**src/include/hbfs_defs.vh**
```
/*
 * Constants of the half-bridge fault supervisor: bit positions of the
 * 16-bit input and output words, reset values and protection delays.
 * Assumes a 200 MHz system clock.
 */
`ifndef HBFS_DEFS_VH
`define HBFS_DEFS_VH

// ****************************************
// Input word fields
// ****************************************
`define HBFS_IN_CLR 0
`define HBFS_IN_LS1 3
`define HBFS_IN_HS1 4
`define HBFS_IN_LS2 7
`define HBFS_IN_HS2 8
`define HBFS_IN_LS3 11
`define HBFS_IN_HS3 12
`define HBFS_IN_LDCHK 13
`define HBFS_IN_SDLY 14
`define HBFS_IN_RUN 15
`define HBFS_IN_RESET 16'he000

// ****************************************
// Output word fields
// ****************************************
`define HBFS_OUT_WARN 0
`define HBFS_OUT_SHORT 13
`define HBFS_OUT_EN 14
`define HBFS_OUT_SUPPLY 15
`define HBFS_OUT_ALL1 16'hffff

// ****************************************
// Timing
// ****************************************
`define HBFS_CLK_MHZ 200
`define HBFS_OC_LONG_US 12000
`define HBFS_OC_SHORT_US 1500
`define HBFS_OC_LONG_CYC (`HBFS_OC_LONG_US * `HBFS_CLK_MHZ)
`define HBFS_OC_SHORT_CYC (`HBFS_OC_SHORT_US * `HBFS_CLK_MHZ)
`define HBFS_UV_US 10
`define HBFS_UV_CYC (`HBFS_UV_US * `HBFS_CLK_MHZ)

`endif

```
**src/rtl/hbfs_top.v**
```verilog
/*
 * Control and protection core of a triple half-bridge driver with a
 * 16-bit serial word interface (chip select, link clock, data in/out).
 * Assumes analog comparators deliver asynchronous level inputs.
 */
`include "hbfs_defs.vh"
`timescale 1ns/100ps
`default_nettype none

module hbfs_top (
  // Clock and reset
  input wire i_clk_sys,
  input wire i_nrst,
  // Serial link
  input wire i_ser_cs_n,
  input wire i_ser_clk,
  input wire i_ser_din,
  output reg o_ser_dout,
  output reg o_ser_dout_oe,
  // Run pin and analog monitors
  input wire i_run_pin,
  input wire [5:0] i_over_current,
  input wire [5:0] i_open_load,
  input wire i_heat_warn,
  input wire i_heat_shut,
  input wire i_supply_low,
  // Switch drives, low side bits [2:0], high side bits [5:3]
  output reg [2:0] o_low_switch_n,
  output reg [2:0] o_high_switch_n,
  output reg o_pull_down_en,
  // Fault pin, open drain
  output reg o_fault_n_out,
  output reg o_fault_n_oe
);

  // ****************************************
  // Input synchronisers
  // ****************************************
  localparam NSYNC = 19;
  wire [NSYNC-1:0] raw_in;
  reg [NSYNC-1:0] sync1_reg;
  reg [NSYNC-1:0] sync2_reg;
  assign raw_in = {
    i_ser_cs_n,
    i_ser_clk,
    i_ser_din,
    i_run_pin,
    i_over_current,
    i_open_load,
    i_heat_warn,
    i_heat_shut,
    i_supply_low
  };

  always @(posedge i_clk_sys or negedge i_nrst) begin
    if (!i_nrst) begin
      // Chip select resets high in both stages: no false frame start
      sync1_reg <= {1'b1, {(NSYNC-1){1'b0}}};
      sync2_reg <= {1'b1, {(NSYNC-1){1'b0}}};
    end else begin
      sync1_reg <= raw_in;
      sync2_reg <= sync1_reg;
    end
  end

  wire cs_n_s = sync2_reg[18];
  wire sclk_s = sync2_reg[17];
  wire din_s = sync2_reg[16];
  wire run_pin_s = sync2_reg[15];
  wire [5:0] oc_s = sync2_reg[14:9];
  wire [5:0] ol_s = sync2_reg[8:3];
  wire warn_s = sync2_reg[2];
  wire shut_s = sync2_reg[1];

  reg uv_s_reg;
  always @(posedge i_clk_sys or negedge i_nrst) begin
    if (!i_nrst)
      uv_s_reg <= 1'b0;
    else
      uv_s_reg <= sync2_reg[0];
  end

  // ****************************************
  // Serial word engine
  // ****************************************
  reg cs_d_reg;
  reg sclk_d_reg;
  reg [15:0] in_word_reg;
  reg [15:0] rx_reg;
  reg [15:0] tx_reg;
  reg [4:0] bits_reg;
  reg load_pulse_reg;
  wire [15:0] out_word;

  wire cs_fall = cs_d_reg & ~cs_n_s;
  wire cs_rise = ~cs_d_reg & cs_n_s;
  wire sclk_rise = ~sclk_d_reg & sclk_s;
  wire sclk_fall = sclk_d_reg & ~sclk_s;

  always @(posedge i_clk_sys or negedge i_nrst) begin
    if (!i_nrst) begin
      cs_d_reg <= 1'b1;
      sclk_d_reg <= 1'b0;
      in_word_reg <= `HBFS_IN_RESET;
      rx_reg <= 16'h0000;
      tx_reg <= 16'h0000;
      bits_reg <= 5'h00;
      load_pulse_reg <= 1'b0;
      o_ser_dout <= 1'b0;
      o_ser_dout_oe <= 1'b0;
    end else begin
      cs_d_reg <= cs_n_s;
      sclk_d_reg <= sclk_s;
      load_pulse_reg <= 1'b0;
      if (cs_fall) begin
        // Snapshot puts the warning bit out first
        tx_reg <= out_word;
        bits_reg <= 5'h00;
        o_ser_dout <= out_word[`HBFS_OUT_WARN];
        o_ser_dout_oe <= 1'b1;
      end else if (cs_rise) begin
        o_ser_dout_oe <= 1'b0;
        // Only a full word is taken; a short frame is dropped
        if (bits_reg == 5'h10) begin
          in_word_reg <= rx_reg;
          load_pulse_reg <= 1'b1;
        end
      end else if (!cs_n_s) begin
        if (sclk_rise && bits_reg != 5'h10) begin
          rx_reg <= {din_s, rx_reg[15:1]};
          bits_reg <= bits_reg + 5'h01;
        end
        if (sclk_fall && bits_reg != 5'h00) begin
          tx_reg <= {1'b0, tx_reg[15:1]};
          o_ser_dout <= tx_reg[1];
        end
      end
    end
  end

  // Flag-clear acts once per accepted word
  wire clr_cmd = load_pulse_reg & in_word_reg[`HBFS_IN_CLR];

  // ****************************************
  // Enable and protection state
  // ****************************************
  wire run_en = in_word_reg[`HBFS_IN_RUN] & run_pin_s;
  wire ld_chk = ~in_word_reg[`HBFS_IN_LDCHK];
  wire [5:0] cmd_sw = {
    in_word_reg[`HBFS_IN_HS3],
    in_word_reg[`HBFS_IN_HS2],
    in_word_reg[`HBFS_IN_HS1],
    in_word_reg[`HBFS_IN_LS3],
    in_word_reg[`HBFS_IN_LS2],
    in_word_reg[`HBFS_IN_LS1]
  };

  // ****************************************
  // Delay limits
  // ****************************************
  // Counts are 32-bit; the timer keeps 22 bits, enough for 12 ms
  localparam [31:0] OC_LONG_CYC = `HBFS_OC_LONG_CYC;
  localparam [31:0] OC_SHORT_CYC = `HBFS_OC_SHORT_CYC;
  localparam [31:0] UV_CYC = `HBFS_UV_CYC;

  wire [21:0] oc_limit = in_word_reg[`HBFS_IN_SDLY] ?
    OC_LONG_CYC[21:0] :
    OC_SHORT_CYC[21:0];
  wire [5:0] oc_exp;
  wire uv_exp;
  reg [5:0] tripped_reg;
  reg short_fault_flag_reg;
  reg supply_fail_flag_reg;
  reg shut_latched_reg;

  // One timer per switch; a tripped switch stops counting
  genvar g;
  generate
    for (g = 0; g < 6; g = g + 1) begin : g_oc
      hbfs_delay_timer u_oc (
        .i_clk_sys(i_clk_sys),
        .i_nrst(i_nrst),
        .i_cond(oc_s[g] & cmd_sw[g] & ~tripped_reg[g]),
        .i_limit(oc_limit),
        .o_expired(oc_exp[g])
      );
    end
  endgenerate

  hbfs_delay_timer u_uv (
    .i_clk_sys(i_clk_sys),
    .i_nrst(i_nrst),
    .i_cond(uv_s_reg),
    .i_limit(UV_CYC[21:0]),
    .o_expired(uv_exp)
  );

  always @(posedge i_clk_sys or negedge i_nrst) begin
    if (!i_nrst) begin
      tripped_reg <= 6'h00;
      short_fault_flag_reg <= 1'b0;
      supply_fail_flag_reg <= 1'b0;
      shut_latched_reg <= 1'b0;
    end else begin
      // Set wins over a clear in the same cycle
      tripped_reg <= (clr_cmd ? 6'h00 : tripped_reg) | oc_exp;
      short_fault_flag_reg <= (short_fault_flag_reg & ~clr_cmd) |
        (|oc_exp);
      supply_fail_flag_reg <= (supply_fail_flag_reg & ~clr_cmd) |
        uv_exp;
      // Shutdown holds until die is cool and clear is written
      shut_latched_reg <= shut_s | (shut_latched_reg & ~clr_cmd);
    end
  end

  // UV disable lasts only while supply stays low
  reg uv_off_reg;
  always @(posedge i_clk_sys or negedge i_nrst) begin
    if (!i_nrst)
      uv_off_reg <= 1'b0;
    else if (!uv_s_reg)
      uv_off_reg <= 1'b0;
    else if (uv_exp)
      uv_off_reg <= 1'b1;
  end

  // ****************************************
  // Output word and drives
  // ****************************************
  wire all_off = ~run_en | shut_latched_reg | uv_off_reg;
  wire [5:0] sw_on = cmd_sw & ~tripped_reg & {6{~all_off}};
  // Status shows open load while checking, else switch state
  wire [5:0] sw_stat = ld_chk ? (ol_s & ~sw_on) | sw_on :
    sw_on;
  assign out_word = shut_latched_reg ? `HBFS_OUT_ALL1 :
    {
      supply_fail_flag_reg,
      run_en,
      short_fault_flag_reg,
      sw_stat[5],
      sw_stat[2],
      2'b00,
      sw_stat[4],
      sw_stat[1],
      2'b00,
      sw_stat[3],
      sw_stat[0],
      2'b00,
      warn_s
    };

  always @(posedge i_clk_sys or negedge i_nrst) begin
    if (!i_nrst) begin
      o_low_switch_n <= 3'h0;
      o_high_switch_n <= 3'h0;
      o_pull_down_en <= 1'b0;
    end else begin
      o_low_switch_n <= sw_on[2:0];
      o_high_switch_n <= sw_on[5:3];
      o_pull_down_en <= ld_chk & ~all_off;
    end
  end

  // ****************************************
  // Fault pin
  // ****************************************
  // Pin only ever pulls low; the pull-up sits off chip
  wire fault_now = (|tripped_reg) | shut_latched_reg;

  always @(posedge i_clk_sys or negedge i_nrst) begin
    if (!i_nrst) begin
      o_fault_n_out <= 1'b0;
      o_fault_n_oe <= 1'b0;
    end else begin
      o_fault_n_out <= 1'b0;
      o_fault_n_oe <= fault_now;
    end
  end

endmodule
`default_nettype wire

```
**src/rtl/hbfs_delay_timer.v**
```verilog
/*
 * Continuous-condition delay timer. Counts while the condition holds,
 * restarts when it drops, pulses once at the limit.
 * Assumes a synchronous condition input.
 */
`timescale 1ns/100ps
`default_nettype none

module hbfs_delay_timer (
  // Clock and reset
  input wire i_clk_sys,
  input wire i_nrst,
  // Condition and limit
  input wire i_cond,
  input wire [21:0] i_limit,
  // Expiry
  output reg o_expired
);

  reg [21:0] cnt_reg;

  always @(posedge i_clk_sys or negedge i_nrst) begin
    if (!i_nrst) begin
      cnt_reg <= 22'h000000;
      o_expired <= 1'b0;
    end else if (!i_cond) begin
      // Any gap restarts the delay
      cnt_reg <= 22'h000000;
      o_expired <= 1'b0;
    end else if (cnt_reg < i_limit) begin
      cnt_reg <= cnt_reg + 22'h000001;
      o_expired <= (cnt_reg + 22'h000001 == i_limit);
    end else begin
      o_expired <= 1'b0;
    end
  end

endmodule
`default_nettype wire

```
**config.mk**
```make
export PLATFORM = sky130hd
export DESIGN_NAME = hbfs_top
export DESIGN_NICKNAME = d
export VERILOG_FILES = /design/src/rtl/hbfs_top.v /design/src/rtl/hbfs_delay_timer.v
export VERILOG_INCLUDE_DIRS = /design/src /design/src/include
export SDC_FILE = /design/constraint.sdc
export NUM_CORES = 1
export LEC_CHECK = 0
export BUFFER_PORTS_ARGS = -buffer_cell sky130_fd_sc_hd__buf_2
export CORE_UTILIZATION = 25
export CTS_CLUSTER_SIZE = 16
export DETAILED_ROUTE_END_ITERATION = 10
export PLACE_DENSITY = 0.39
export SETUP_SLACK_MARGIN = 0.3
export SLEW_MARGIN = 20
export SYNTH_ARGS = -nofsm -noshare
export SYNTH_HDL_FRONTEND = slang
export SYNTH_SLANG_ARGS = --single-unit
```
**constraint.sdc**
```tcl
create_clock -name i_clk_sys -period 4.25 [get_ports i_clk_sys]
set_input_delay 0.6375 -clock i_clk_sys [delete_from_list [all_inputs] [get_ports i_clk_sys]]
set_output_delay 0.6375 -clock i_clk_sys [all_outputs]
set_load 0.05 [all_outputs]
```
==> key figures, run 1 <==
Clock network
  • # clock sinks: 269
  • H-tree levels: 2
  • Post-CTS sizing: 0
  • Setup repair bufs after CTS: 0
  • Clk buf depth: 3
  • CTS Root Buffer Type: clkbuf_16
  • Worst-path clk slew: 0.06 ns
  • CTS tree: yes
  • Worst-Skew Late Latency: ~0.54 ns
  • CTS hold repair buffers: 0
  • Total CTS buffers: 35

Finish
  • Fill count: 6431
  • Final #Nets: roughly 1700
  • Final Core Density: 0.289
  • Max FFs per register: between 100 and 150
  • Area grow syn2layout: 13.9%
  • Commonest non-fill, non-tap cells in the layout: dfrtp_1 (263), nor2_1 (148), nand2_1 (108)
  • Layout cells sized above 1: 0.107
  • Diodes inserted: 0
  • Most common cell after layout, fill and taps aside: dfrtp_1

GRT
  • First-pass GRT wire length: 68.5 mm
  • Vias in the first global route: approximately 12000
  • Pin count of the biggest net entering global routing: 93
  • Global route overflow: 0
  • Initial antenna violation count: 0
  • Gr usage total: 0.133

Synth
  • Area contributors post-synth: dfrtp_1 (43%), xor2_1 (4.3%), ha_1 (4.0%)
  • Biggest area consumer among synthesized cells: dfrtp_1
  • Post-synth EDFFs: 0
  • Sequential-to-total area share from yosys stat: 0.438
  • Mean Syn Cell Area: 9.44 um^2
  • Syn Inst Count: 1630
  • Synth unique cells: between 80 and 90
  • Predominant post-synthesis flop cell: dfrtp_1
  • FF+latch count, synth: between 200 and 300
  • Synth async-reset ratio: 1.00
  • Top cell type's share of synthesized area: 0.428
  • Synth warn: 0
  • Post-Syn Area: ~15000 um^2
  • Synth Net Count: 1700

Critical path
  • Kind of cell adding the most delay to the critical path: compound AO/OA/AOI/OAI gates
  • RR Startpoint: in_word_reg[14]
  • CP arrival: around 3.8 ns
  • Worst EP required: 4.70 ns
  • R2R setup slack: 0.95 ns
  • CP Max Fanout: 17
  • RR Endpoint: g_oc[0].u_oc.cnt_reg[16]
  • Setup crit start kind: flip-flop
  • Cell mode on critical path: buf_4
  • Crit-path max cell delay: 0.56 ns
  • Crit path capture type: flip-flop
  • CP max-delay cell: dfstp_2
  • WP buf/inv: 3
  • Number of cells on the worst reg-to-reg path: 10
  • Cells along the critical path: inv_1 -> buf_4 -> ha_1 -> a21o_1 -> a211o_1 -> a211oi_2 -> buf_4 -> o2111ai_1 -> or3_1 -> a21oi_1
  • Crit Path Class: flip-flop to flip-flop

Floorplanning
  • Starting density of the core: 0.254
  • Row cnt: 90
  • Core ar.: 60600 um^2
  • Die width: 250 um
  • Die area: 62600 um^2
  • # IOs: 32
  • Height of the die: 250 um

Drt
  • Pre-Repair DR Iteration Count: 5
  • Average wire per standard cell: 16.7 um
  • Vias per Instance: between 4 and 5
  • DRC viols: 0
  • DR iter-0 viols: 717
  • Final wirelength: around 41 mm
  • Final antenna-violating net count: 0
  • Routed via count: ~12000

STA
  • Slew @ Worst Pin: 1.09 ns
  • Fmax: 0.303 GHz
  • Clk_skew: 0.0118 ns
  • Max_slew headroom: 0.268
  • Final period util: 0.776
  • Final count of pins violating max slew: 0
  • RSZ-0062 raised after global routing: false
  • Fin crit period: 3.30 ns
  • Final TNS setup: 0 ns
  • Fin. Hold Viols: 0
  • Setup-violating endpoint count in the final report: 0

Power
  • Power per cell area: 349 nW/um^2
  • Max VDD drop: 0.198 mV
  • Leak: 6.94 nW

Hold path
  • Hold Path Class: primary input to asynchronous set/reset pin

Place
  • Post-DP HPWL: 27.5 mm
  • Port Buffers: 30
  • Final GP Congestion: roughly 0.84

Run status
  • Status: finished, final reports clean

Run
  • Max-cap violations: 0
[area by class of cell]
class / instances / area, um^2 / share of cell area
timing repair buffer: 52 / 350 / 0.0200
clock inverter: 9 / 123 / 0.00699
clock buffer: 52 / 1050 / 0.0600
sequential: 269 / 6740 / 0.384
tap: 782 / 978 / 0.0558
inverter: 36 / 135 / 0.00770
multi-input combinational: 1227 / 8160 / 0.465
[worst max path at each step]
stage,startpoint,to,slack (ns),cells past startpoint
after floorplan,in_word_reg[14],g_oc[3].u_oc.cnt_reg[14],0.46,10
after global placement,in_word_reg[14],g_oc[0].u_oc.cnt_reg[16],0.95,10
after detailed placement,in_word_reg[14],g_oc[0].u_oc.cnt_reg[16],0.92,10
after CTS,in_word_reg[14],g_oc[0].u_oc.cnt_reg[16],0.90,10
after global routing,in_word_reg[14],g_oc[0].u_oc.cnt_reg[16],0.70,10
final,in_word_reg[14],g_oc[0].u_oc.cnt_reg[16],0.95,10
[cell families (layout without fill, tap and decap cells)]
family,count (synthesis),after routing,share of synthesized area
compound gates,317,317,0.142
xor+xnor,134,134,0.0762
fa+ha+maj,49,49,0.0398
buf+inv,134,149,0.0341
flops,269,269,0.438
mux,47,47,0.0329
other cells,1,1,0.000244
simple gates,679,679,0.237
[synth_stat cells (12+ instances only)]
library cell	count
dfrtp_1	263
nor2_1	148
nand2_1	108
nand3_1	82
clkbuf_1	80
xor2_1	75
o21ai_0	72
a21oi_1	63
xnor2_1	59
nor3_1	56
ha_1	49
nand4_1	48
inv_1	35
nor4_1	33
and3_1	32
o211ai_1	32
or3_1	30
and2_1	29
mux2_2	28
or4_1	28
o31ai_1	19
mux2i_1	18
a21o_1	17
and4_1	14
o22ai_1	13
a211oi_1	12
[worst reg2reg max path: stages (launching register included)]
cell	delay (ns)
dfstp_2	0.56
inv_1	0.22
buf_4	0.28
ha_1	0.30
a21o_1	0.16
a211o_1	0.29
a211oi_2	0.21
buf_4	0.25
o2111ai_1	0.34
or3_1	0.44
a21oi_1	0.16
[power breakdown]
part	total, mW	internal, mW	leakage, nW	switching [mW]
logic	0.323	0.122	2.78	0.200
clock network	3.04	1.89	0.578	1.15
registers	2.76	2.68	3.59	0.0805
[routing by layer]
metal	global-route usage	wire, um
met1	0.188	20000
met2	0.208	18300
met3	0.0229	1240
met4	0.0415	1030
met5	0	0
[stage by stage]
stage | worst slack (ns) | hold WS [ns] | power [mW] | cells | instance area, um^2
finish | 0.950 | 0.155 | 6.12 | 2427 | 17500
global route | 0.701 | 0.174 | 6.42 | 2427 | 17500
CTS | 0.900 | 0.164 | 6.27 | 2427 | 17500
detailed placement | 0.921 | 0.335 | 3.13 | 2366 | 16400
global placement | 0.948 | 0.336 | 3.13 | 2366 | 16400
floorplan | 0.462 | 0.331 | 2.98 | 1630 | 15400
Note: power is estimated with default switching activity, not from simulation.
==> inputs of run 2 (changes only) <==
Settings changed: ABC_AREA set to 1, PLACE_DENSITY 0.39 to 0.4.
Clock period 4.25 ns to 2.75 ns, I/O delays scaled along.
==> key figures, run 2 <==
Drt
  • Final antenna-violating net count: 0
  • Vias per Instance: 4.58
  • Pre-Repair DR Iteration Count: 5
  • Final wirelength: ~42 mm
  • DR iter-0 viols: 755
  • Average wire per standard cell: 14.7 um
  • DRC viols: 0
  • Routed via count: between 10000 and 15000

Floorplanning
  • # IOs: 32
  • Die area: 61400 um^2
  • Height of the die: approximately 250 um
  • Core ar.: 59400 um^2
  • Row cnt: 89
  • Die width: 248 um
  • Starting density of the core: 0.255

Finish
  • Final #Nets: 2141
  • Area of the multi-input gates: 7260 um^2
  • Final instance area: 18000 um^2
  • Area grow syn2layout: 19.3%
  • Final Core Density: 0.304
  • Sequential Area: between 6000 and 7000 um^2
  • Fill count: 6380
  • Diodes inserted: 0
  • Commonest non-fill, non-tap cells in the layout: nand2_1 (494), inv_1 (263), dfrtp_1 (263)
  • Layout cells sized above 1: 0.0964
  • Most common cell after layout, fill and taps aside: nand2_1
  • Max FFs per register: about 130

GRT
  • First-pass GRT wire length: 69.9 mm
  • Pin count of the biggest net entering global routing: 74
  • Gr usage total: 0.142
  • Vias in the first global route: around 13000
  • Initial antenna violation count: 0
  • Global route overflow: 0

Synth
  • Synth warn: 0
  • Mean Syn Cell Area: 7.67 um^2
  • Compound-Gate Fraction of Synth Area: 0.102
  • FF+latch count, synth: 269
  • Largest family of logic cells by synthesized area: simple AND/OR/NAND/NOR gates
  • Synth unique cells: 47
  • Synth Area in Adders: 0.0406
  • Synth async-reset ratio: 1.00
  • Area contributors post-synth: dfrtp_1 (44%), nand2_1 (12%), inv_1 (6.6%)
  • Post-synthesis xor/xnor area fraction: 0.0385
  • Sequential-to-total area share from yosys stat: 0.446
  • Post-synthesis mux area share: 0.00447
  • Most numerous cell in the Yosys netlist: nand2_1
  • Biggest area consumer among synthesized cells: dfrtp_1
  • Synth Net Count: 2040
  • Post-synth EDFFs: 0
  • Predominant post-synthesis flop cell: dfrtp_1
  • Post-Syn Area: 15100 um^2
  • Post-synthesis simple-gate area fraction: 0.290
  • Syn Inst Count: roughly 2000
  • Synth top cells by count: nand2_1 (495), inv_1 (266), dfrtp_1 (263)
  • Top cell type's share of synthesized area: 0.436

Hold path
  • Hold Path Class: primary input to asynchronous set/reset pin

Clock network
  • # clock sinks: 269
  • CTS Root Buffer Type: clkbuf_16
  • Worst-Skew Late Latency: 0.56 ns
  • Clk buf depth: 3
  • CTS tree: yes
  • Worst-path clk slew: 0.06 ns
  • Total CTS buffers: 37
  • H-tree levels: 2

Critical path
  • CP max-delay cell: dfstp_2
  • Crit-path max cell delay: 0.54 ns
  • CP arrival: 2.70 ns
  • Crit Path Class: flip-flop to flip-flop
  • Worst EP required: 3.17 ns
  • Setup crit start kind: flip-flop
  • Crit path capture type: flip-flop
  • Cells along the critical path: inv_1 -> buf_12 -> ha_1 -> nand4_1 -> a21oi_1 -> nor3b_2 -> nand3_2 -> nand2_1 -> buf_4 -> o21ai_0
  • CP Max Fanout: 22

STA
  • Final period util: 0.831
  • Fmax: 0.438 GHz
  • Setup-violating endpoint count in the final report: 0
  • Fin crit period: approximately 2.3 ns
  • Final worst slack: 0.465 ns
  • Clk_skew: between 0.02 and 0.025 ns
  • RSZ-0062 raised after global routing: true
  • Final TNS setup: 0 ns
  • Slew @ Worst Pin: 0.594 ns
  • Final count of pins violating max slew: 0
  • Max_slew headroom: 0.604
  • Fin. Hold Viols: 0

Run
  • Max-cap violations: 0

Place
  • Placed Area: 16400 um^2
  • Port Buffers: 30
  • Post-place setup slack: 0.188 ns
  • Post-DP HPWL: 30.6 mm
  • Final GP Congestion: just over 0.8

Power
  • Max VDD drop: approximately 0.34 mV
  • Leak: slightly below 8 nW
  • Power per cell area: about 550 nW/um^2
  • Design Power: 9.91 mW

Run status
  • Status: finished, final reports clean
-- run 2: cell types whose count changed after synthesis, sizes merged, moves of 29 or more --
cell    before  now
xnor2       59    6
nand3       84  142
or3         30    0
or4         29    0
nor2       148  238
and3        32    0
inv         35  272
o21ai       75  145
clkbuf      83    8
o22ai       13   66
nand2      109  499
nor4        36    6
-- run 2: worst paths after layout --
check	from	to	slack (ns)	depth (start not counted)
min in group i_clk_sys	sync1_reg[0]	sync2_reg[0]	0.34	0
worst max-delay path	in_word_reg[14]	g_oc[2].u_oc.cnt_reg[13]	0.46	10
worst min-delay path	i_nrst	bits_reg[3]	0.34	2
worst min register to register	sync1_reg[0]	sync2_reg[0]	0.34	0
worst max register to register	in_word_reg[14]	g_oc[2].u_oc.cnt_reg[13]	0.46	10
max in group asynchronous	i_nrst	g_oc[3].u_oc.cnt_reg[14]	1.60	3
-- run 2: worst max-delay path, delay by kind of cell (launching register included) --
family                   cells  cell delay [ns]
adder cells (fa/ha/maj)      1             0.31
AO/OA/AOI/OAI                2             0.16
AND/OR/NAND/NOR              4             0.69
buffers and inverters        3             0.42
flip-flops                   1             0.54
-- run 2: per-stage QoR --
stage | instances | hold WS [ns]
4_1_cts | 2866 | 0.332
3_5_place_dp | 2779 | 0.337
2_1_floorplan | 1970 | 0.117
5_1_grt | 2869 | 0.346
3_3_place_gp | 2779 | 0.334
6_report | 2869 | 0.342
-- run 2: metal layers --
layer	global-route usage	up-vias	wire, um
met5	0	-	0
met4	0.0460	0	1050
met3	0.0222	67	1600
met2	0.230	227	19300
met1	0.191	6188	20300
li1	-	6663	-
-- run 2: logic make-up (layout without fill, tap and decap cells) --
kind of cell	Yosys count	in the layout
flip-flops	269	269
buffers and inverters	303	429
AO/OA/AOI/OAI	277	277
XOR/XNOR	64	64
AND/OR/NAND/NOR	1001	1001
multiplexers	6	6
adder cells (fa/ha/maj)	49	49
other	1	1
-- run 2: final cells by class --
class                   count  share of cell area
multi-input cells        1398               0.403
flip-flops and latches    269               0.374
inverters                 273              0.0572
clock buffers              47              0.0562
well taps                 773              0.0537
repair buffers             92              0.0424
clock inverters            17              0.0134
-- run 2: what timing repair did --
item,CTS,global route
setup endpoints to repair,48,129
pin swaps,2,4
gates resized for setup,5,31
setup buffers,3,3
hold buffers,20,0
hold endpoints to repair,53,0
-- run 2: power by group --
group	total (mW)	internal, mW	leakage [nW]	switching (mW)
registers	4.31	4.19	3.57	0.116
logic	0.577	0.213	3.73	0.365
clock network	5.03	3.09	0.616	1.94
total	9.91	7.49	7.92	2.42
==> inputs of run 3 (changes only) <==
Clock period 2.75 ns to 2.1 ns, I/O delays scaled along.
==> key figures, run 3 (synthesis gave the netlist of run 2 again) <==
Floorplanning
  • Row cnt: 89
  • Die width: 248 um
  • # IOs: 32
  • Height of the die: between 200 and 250 um
  • Starting density of the core: 0.255
  • Core ar.: 59400 um^2
  • Die area: 61400 um^2

STA
  • Fmax: ~0.44 GHz
  • Final count of pins violating max slew: 0
  • Final worst slack: -0.160 ns
  • Final period util: 1.08
  • Fin. Hold Viols: 0
  • RSZ-0062 raised after global routing: true
  • Final TNS setup: -8.40 ns
  • Setup-violating endpoint count in the final report: 123
  • Clk_skew: 0.0375 ns
  • Fin crit period: between 2 and 2.5 ns
  • WHS: around 0.28 ns

Clock network
  • # clock sinks: 269
  • H-tree levels: 2
  • CTS Root Buffer Type: clkbuf_16
  • Total CTS buffers: 38
  • Worst-Skew Late Latency: approximately 0.58 ns
  • Worst-path clk slew: 0.05 ns
  • CTS tree: yes
  • Clk buf depth: 3

Power
  • Leak: 8.63 nW
  • Power per cell area: 674 nW/um^2
  • Max VDD drop: 0.462 mV
  • Design Power: about 13 mW

GRT
  • Pin count of the biggest net entering global routing: 52
  • Vias in the first global route: roughly 14000
  • Gr usage total: 0.148
  • First-pass GRT wire length: around 73 mm
  • Initial antenna violation count: 1
  • Global route overflow: 0

Drt
  • Final wirelength: about 44 mm
  • Routed via count: 13500
  • Final antenna-violating net count: 0
  • DRC viols: 0
  • Pre-Repair DR Iteration Count: 5
  • DR iter-0 viols: about 800
  • Vias per Instance: 4.57
  • Average wire per standard cell: 14.9 um

Finish
  • Most common cell after layout, fill and taps aside: nand2_1
  • Commonest non-fill, non-tap cells in the layout: nand2_1 (464), dfrtp_1 (261), inv_1 (252)
  • Area of the multi-input gates: 8060 um^2
  • Fill count: between 6000 and 7000
  • Area grow syn2layout: 31.3%
  • Final instance area: 19800 um^2
  • Max FFs per register: 132
  • Final Core Density: 0.334
  • Layout cells sized above 1: 0.206
  • Sequential Area: between 6000 and 7000 um^2
  • Finished Layout Cells: 2962
  • Diodes inserted: 0
  • Final #Nets: 2230

Critical path
  • CP Max Fanout: 8
  • Kind of cell adding the most delay to the critical path: simple AND/OR/NAND/NOR gates
  • CP max-delay cell: dfstp_2
  • WP buf/inv: 5
  • Setup crit start kind: flip-flop
  • CP arrival: 2.73 ns
  • Cells along the critical path: inv_4 -> buf_12 -> buf_8 -> ha_4 -> nand4_1 -> a21oi_2 -> nor3b_2 -> nand3_2 -> nor2_4 -> buf_12 -> buf_12 -> nand3_2 -> o21ai_1
  • Crit Path Class: flip-flop to flip-flop
  • Worst EP required: 2.57 ns
  • Cell mode on critical path: buf_12
  • Crit path capture type: flip-flop
  • Crit-path max cell delay: 0.56 ns

Run status
  • Status: finished with violations
  • Violated checks: negative setup slack

Place
  • Final GP Congestion: slightly above 0.8
  • Post-place setup slack: -0.273 ns
  • Cell count after placement: between 2000 and 3000
  • Placed Area: 17200 um^2
  • Port Buffers: 30
  • Post-DP HPWL: 31.6 mm

Run
  • Max-cap violations: 0

Hold path
  • Hold Path Class: primary input to asynchronous set/reset pin
## run 3: cell types whose count changed in the layout (fill, tap and decap cells not counted), sizes merged
cell / delta
clkinv: +3
clkinvlp: +2
inv: -4
clkbuf: +8
buf: +85
bufinv: -1
## run 3: area by class of cell
cell class / instances / share of cell area
clock buffers: 55 / 0.0562
clock inverters: 14 / 0.0121
inverters: 273 / 0.0528
multi-input cells: 1398 / 0.406
flip-flops and latches: 269 / 0.340
well taps: 773 / 0.0487
repair buffers: 177 / 0.0831
repair inverters: 3 / 0.00107
## run 3: layer usage
metal | vias up | share of wire | track usage
li1 | 6840 | - | -
met1 | 6427 | 0.48 | 0.201
met2 | 212 | 0.46 | 0.239
met3 | 62 | 0.036 | 0.0239
met4 | 0 | 0.023 | 0.0428
met5 | - | 0 | 0
## run 3: what timing repair did
item | CTS | global route
endpoints found under the setup margin | 150 | 182
gates cloned | 6 | 0
endpoints found under the hold margin | 60 | 0
hold buffers | 20 | 0
gates resized for setup | 138 | 105
setup buffers | 17 | 2
pin swaps | 30 | 25
## run 3: path summary, 6_finish.rpt
check	from	endpoint	slack (ns)	cells after the start
worst max-delay path	in_word_reg[14]	g_oc[2].u_oc.cnt_reg[10]	-0.16	13
worst min-delay path	i_nrst	sync1_reg[0]	0.28	2
worst max register to register	in_word_reg[14]	g_oc[2].u_oc.cnt_reg[10]	-0.16	13
worst min register to register	sync1_reg[17]	sync2_reg[17]	0.34	0
max in group asynchronous	i_nrst	in_word_reg[14]	1.11	3
min in group i_clk_sys	sync1_reg[17]	sync2_reg[17]	0.34	0
## run 3: where the power goes
part,leakage [nW],internal (mW),switching [mW]
Sequential,3.57,5.49,0.156
Combinational,4.40,0.345,0.523
Clock,0.657,4.23,2.63
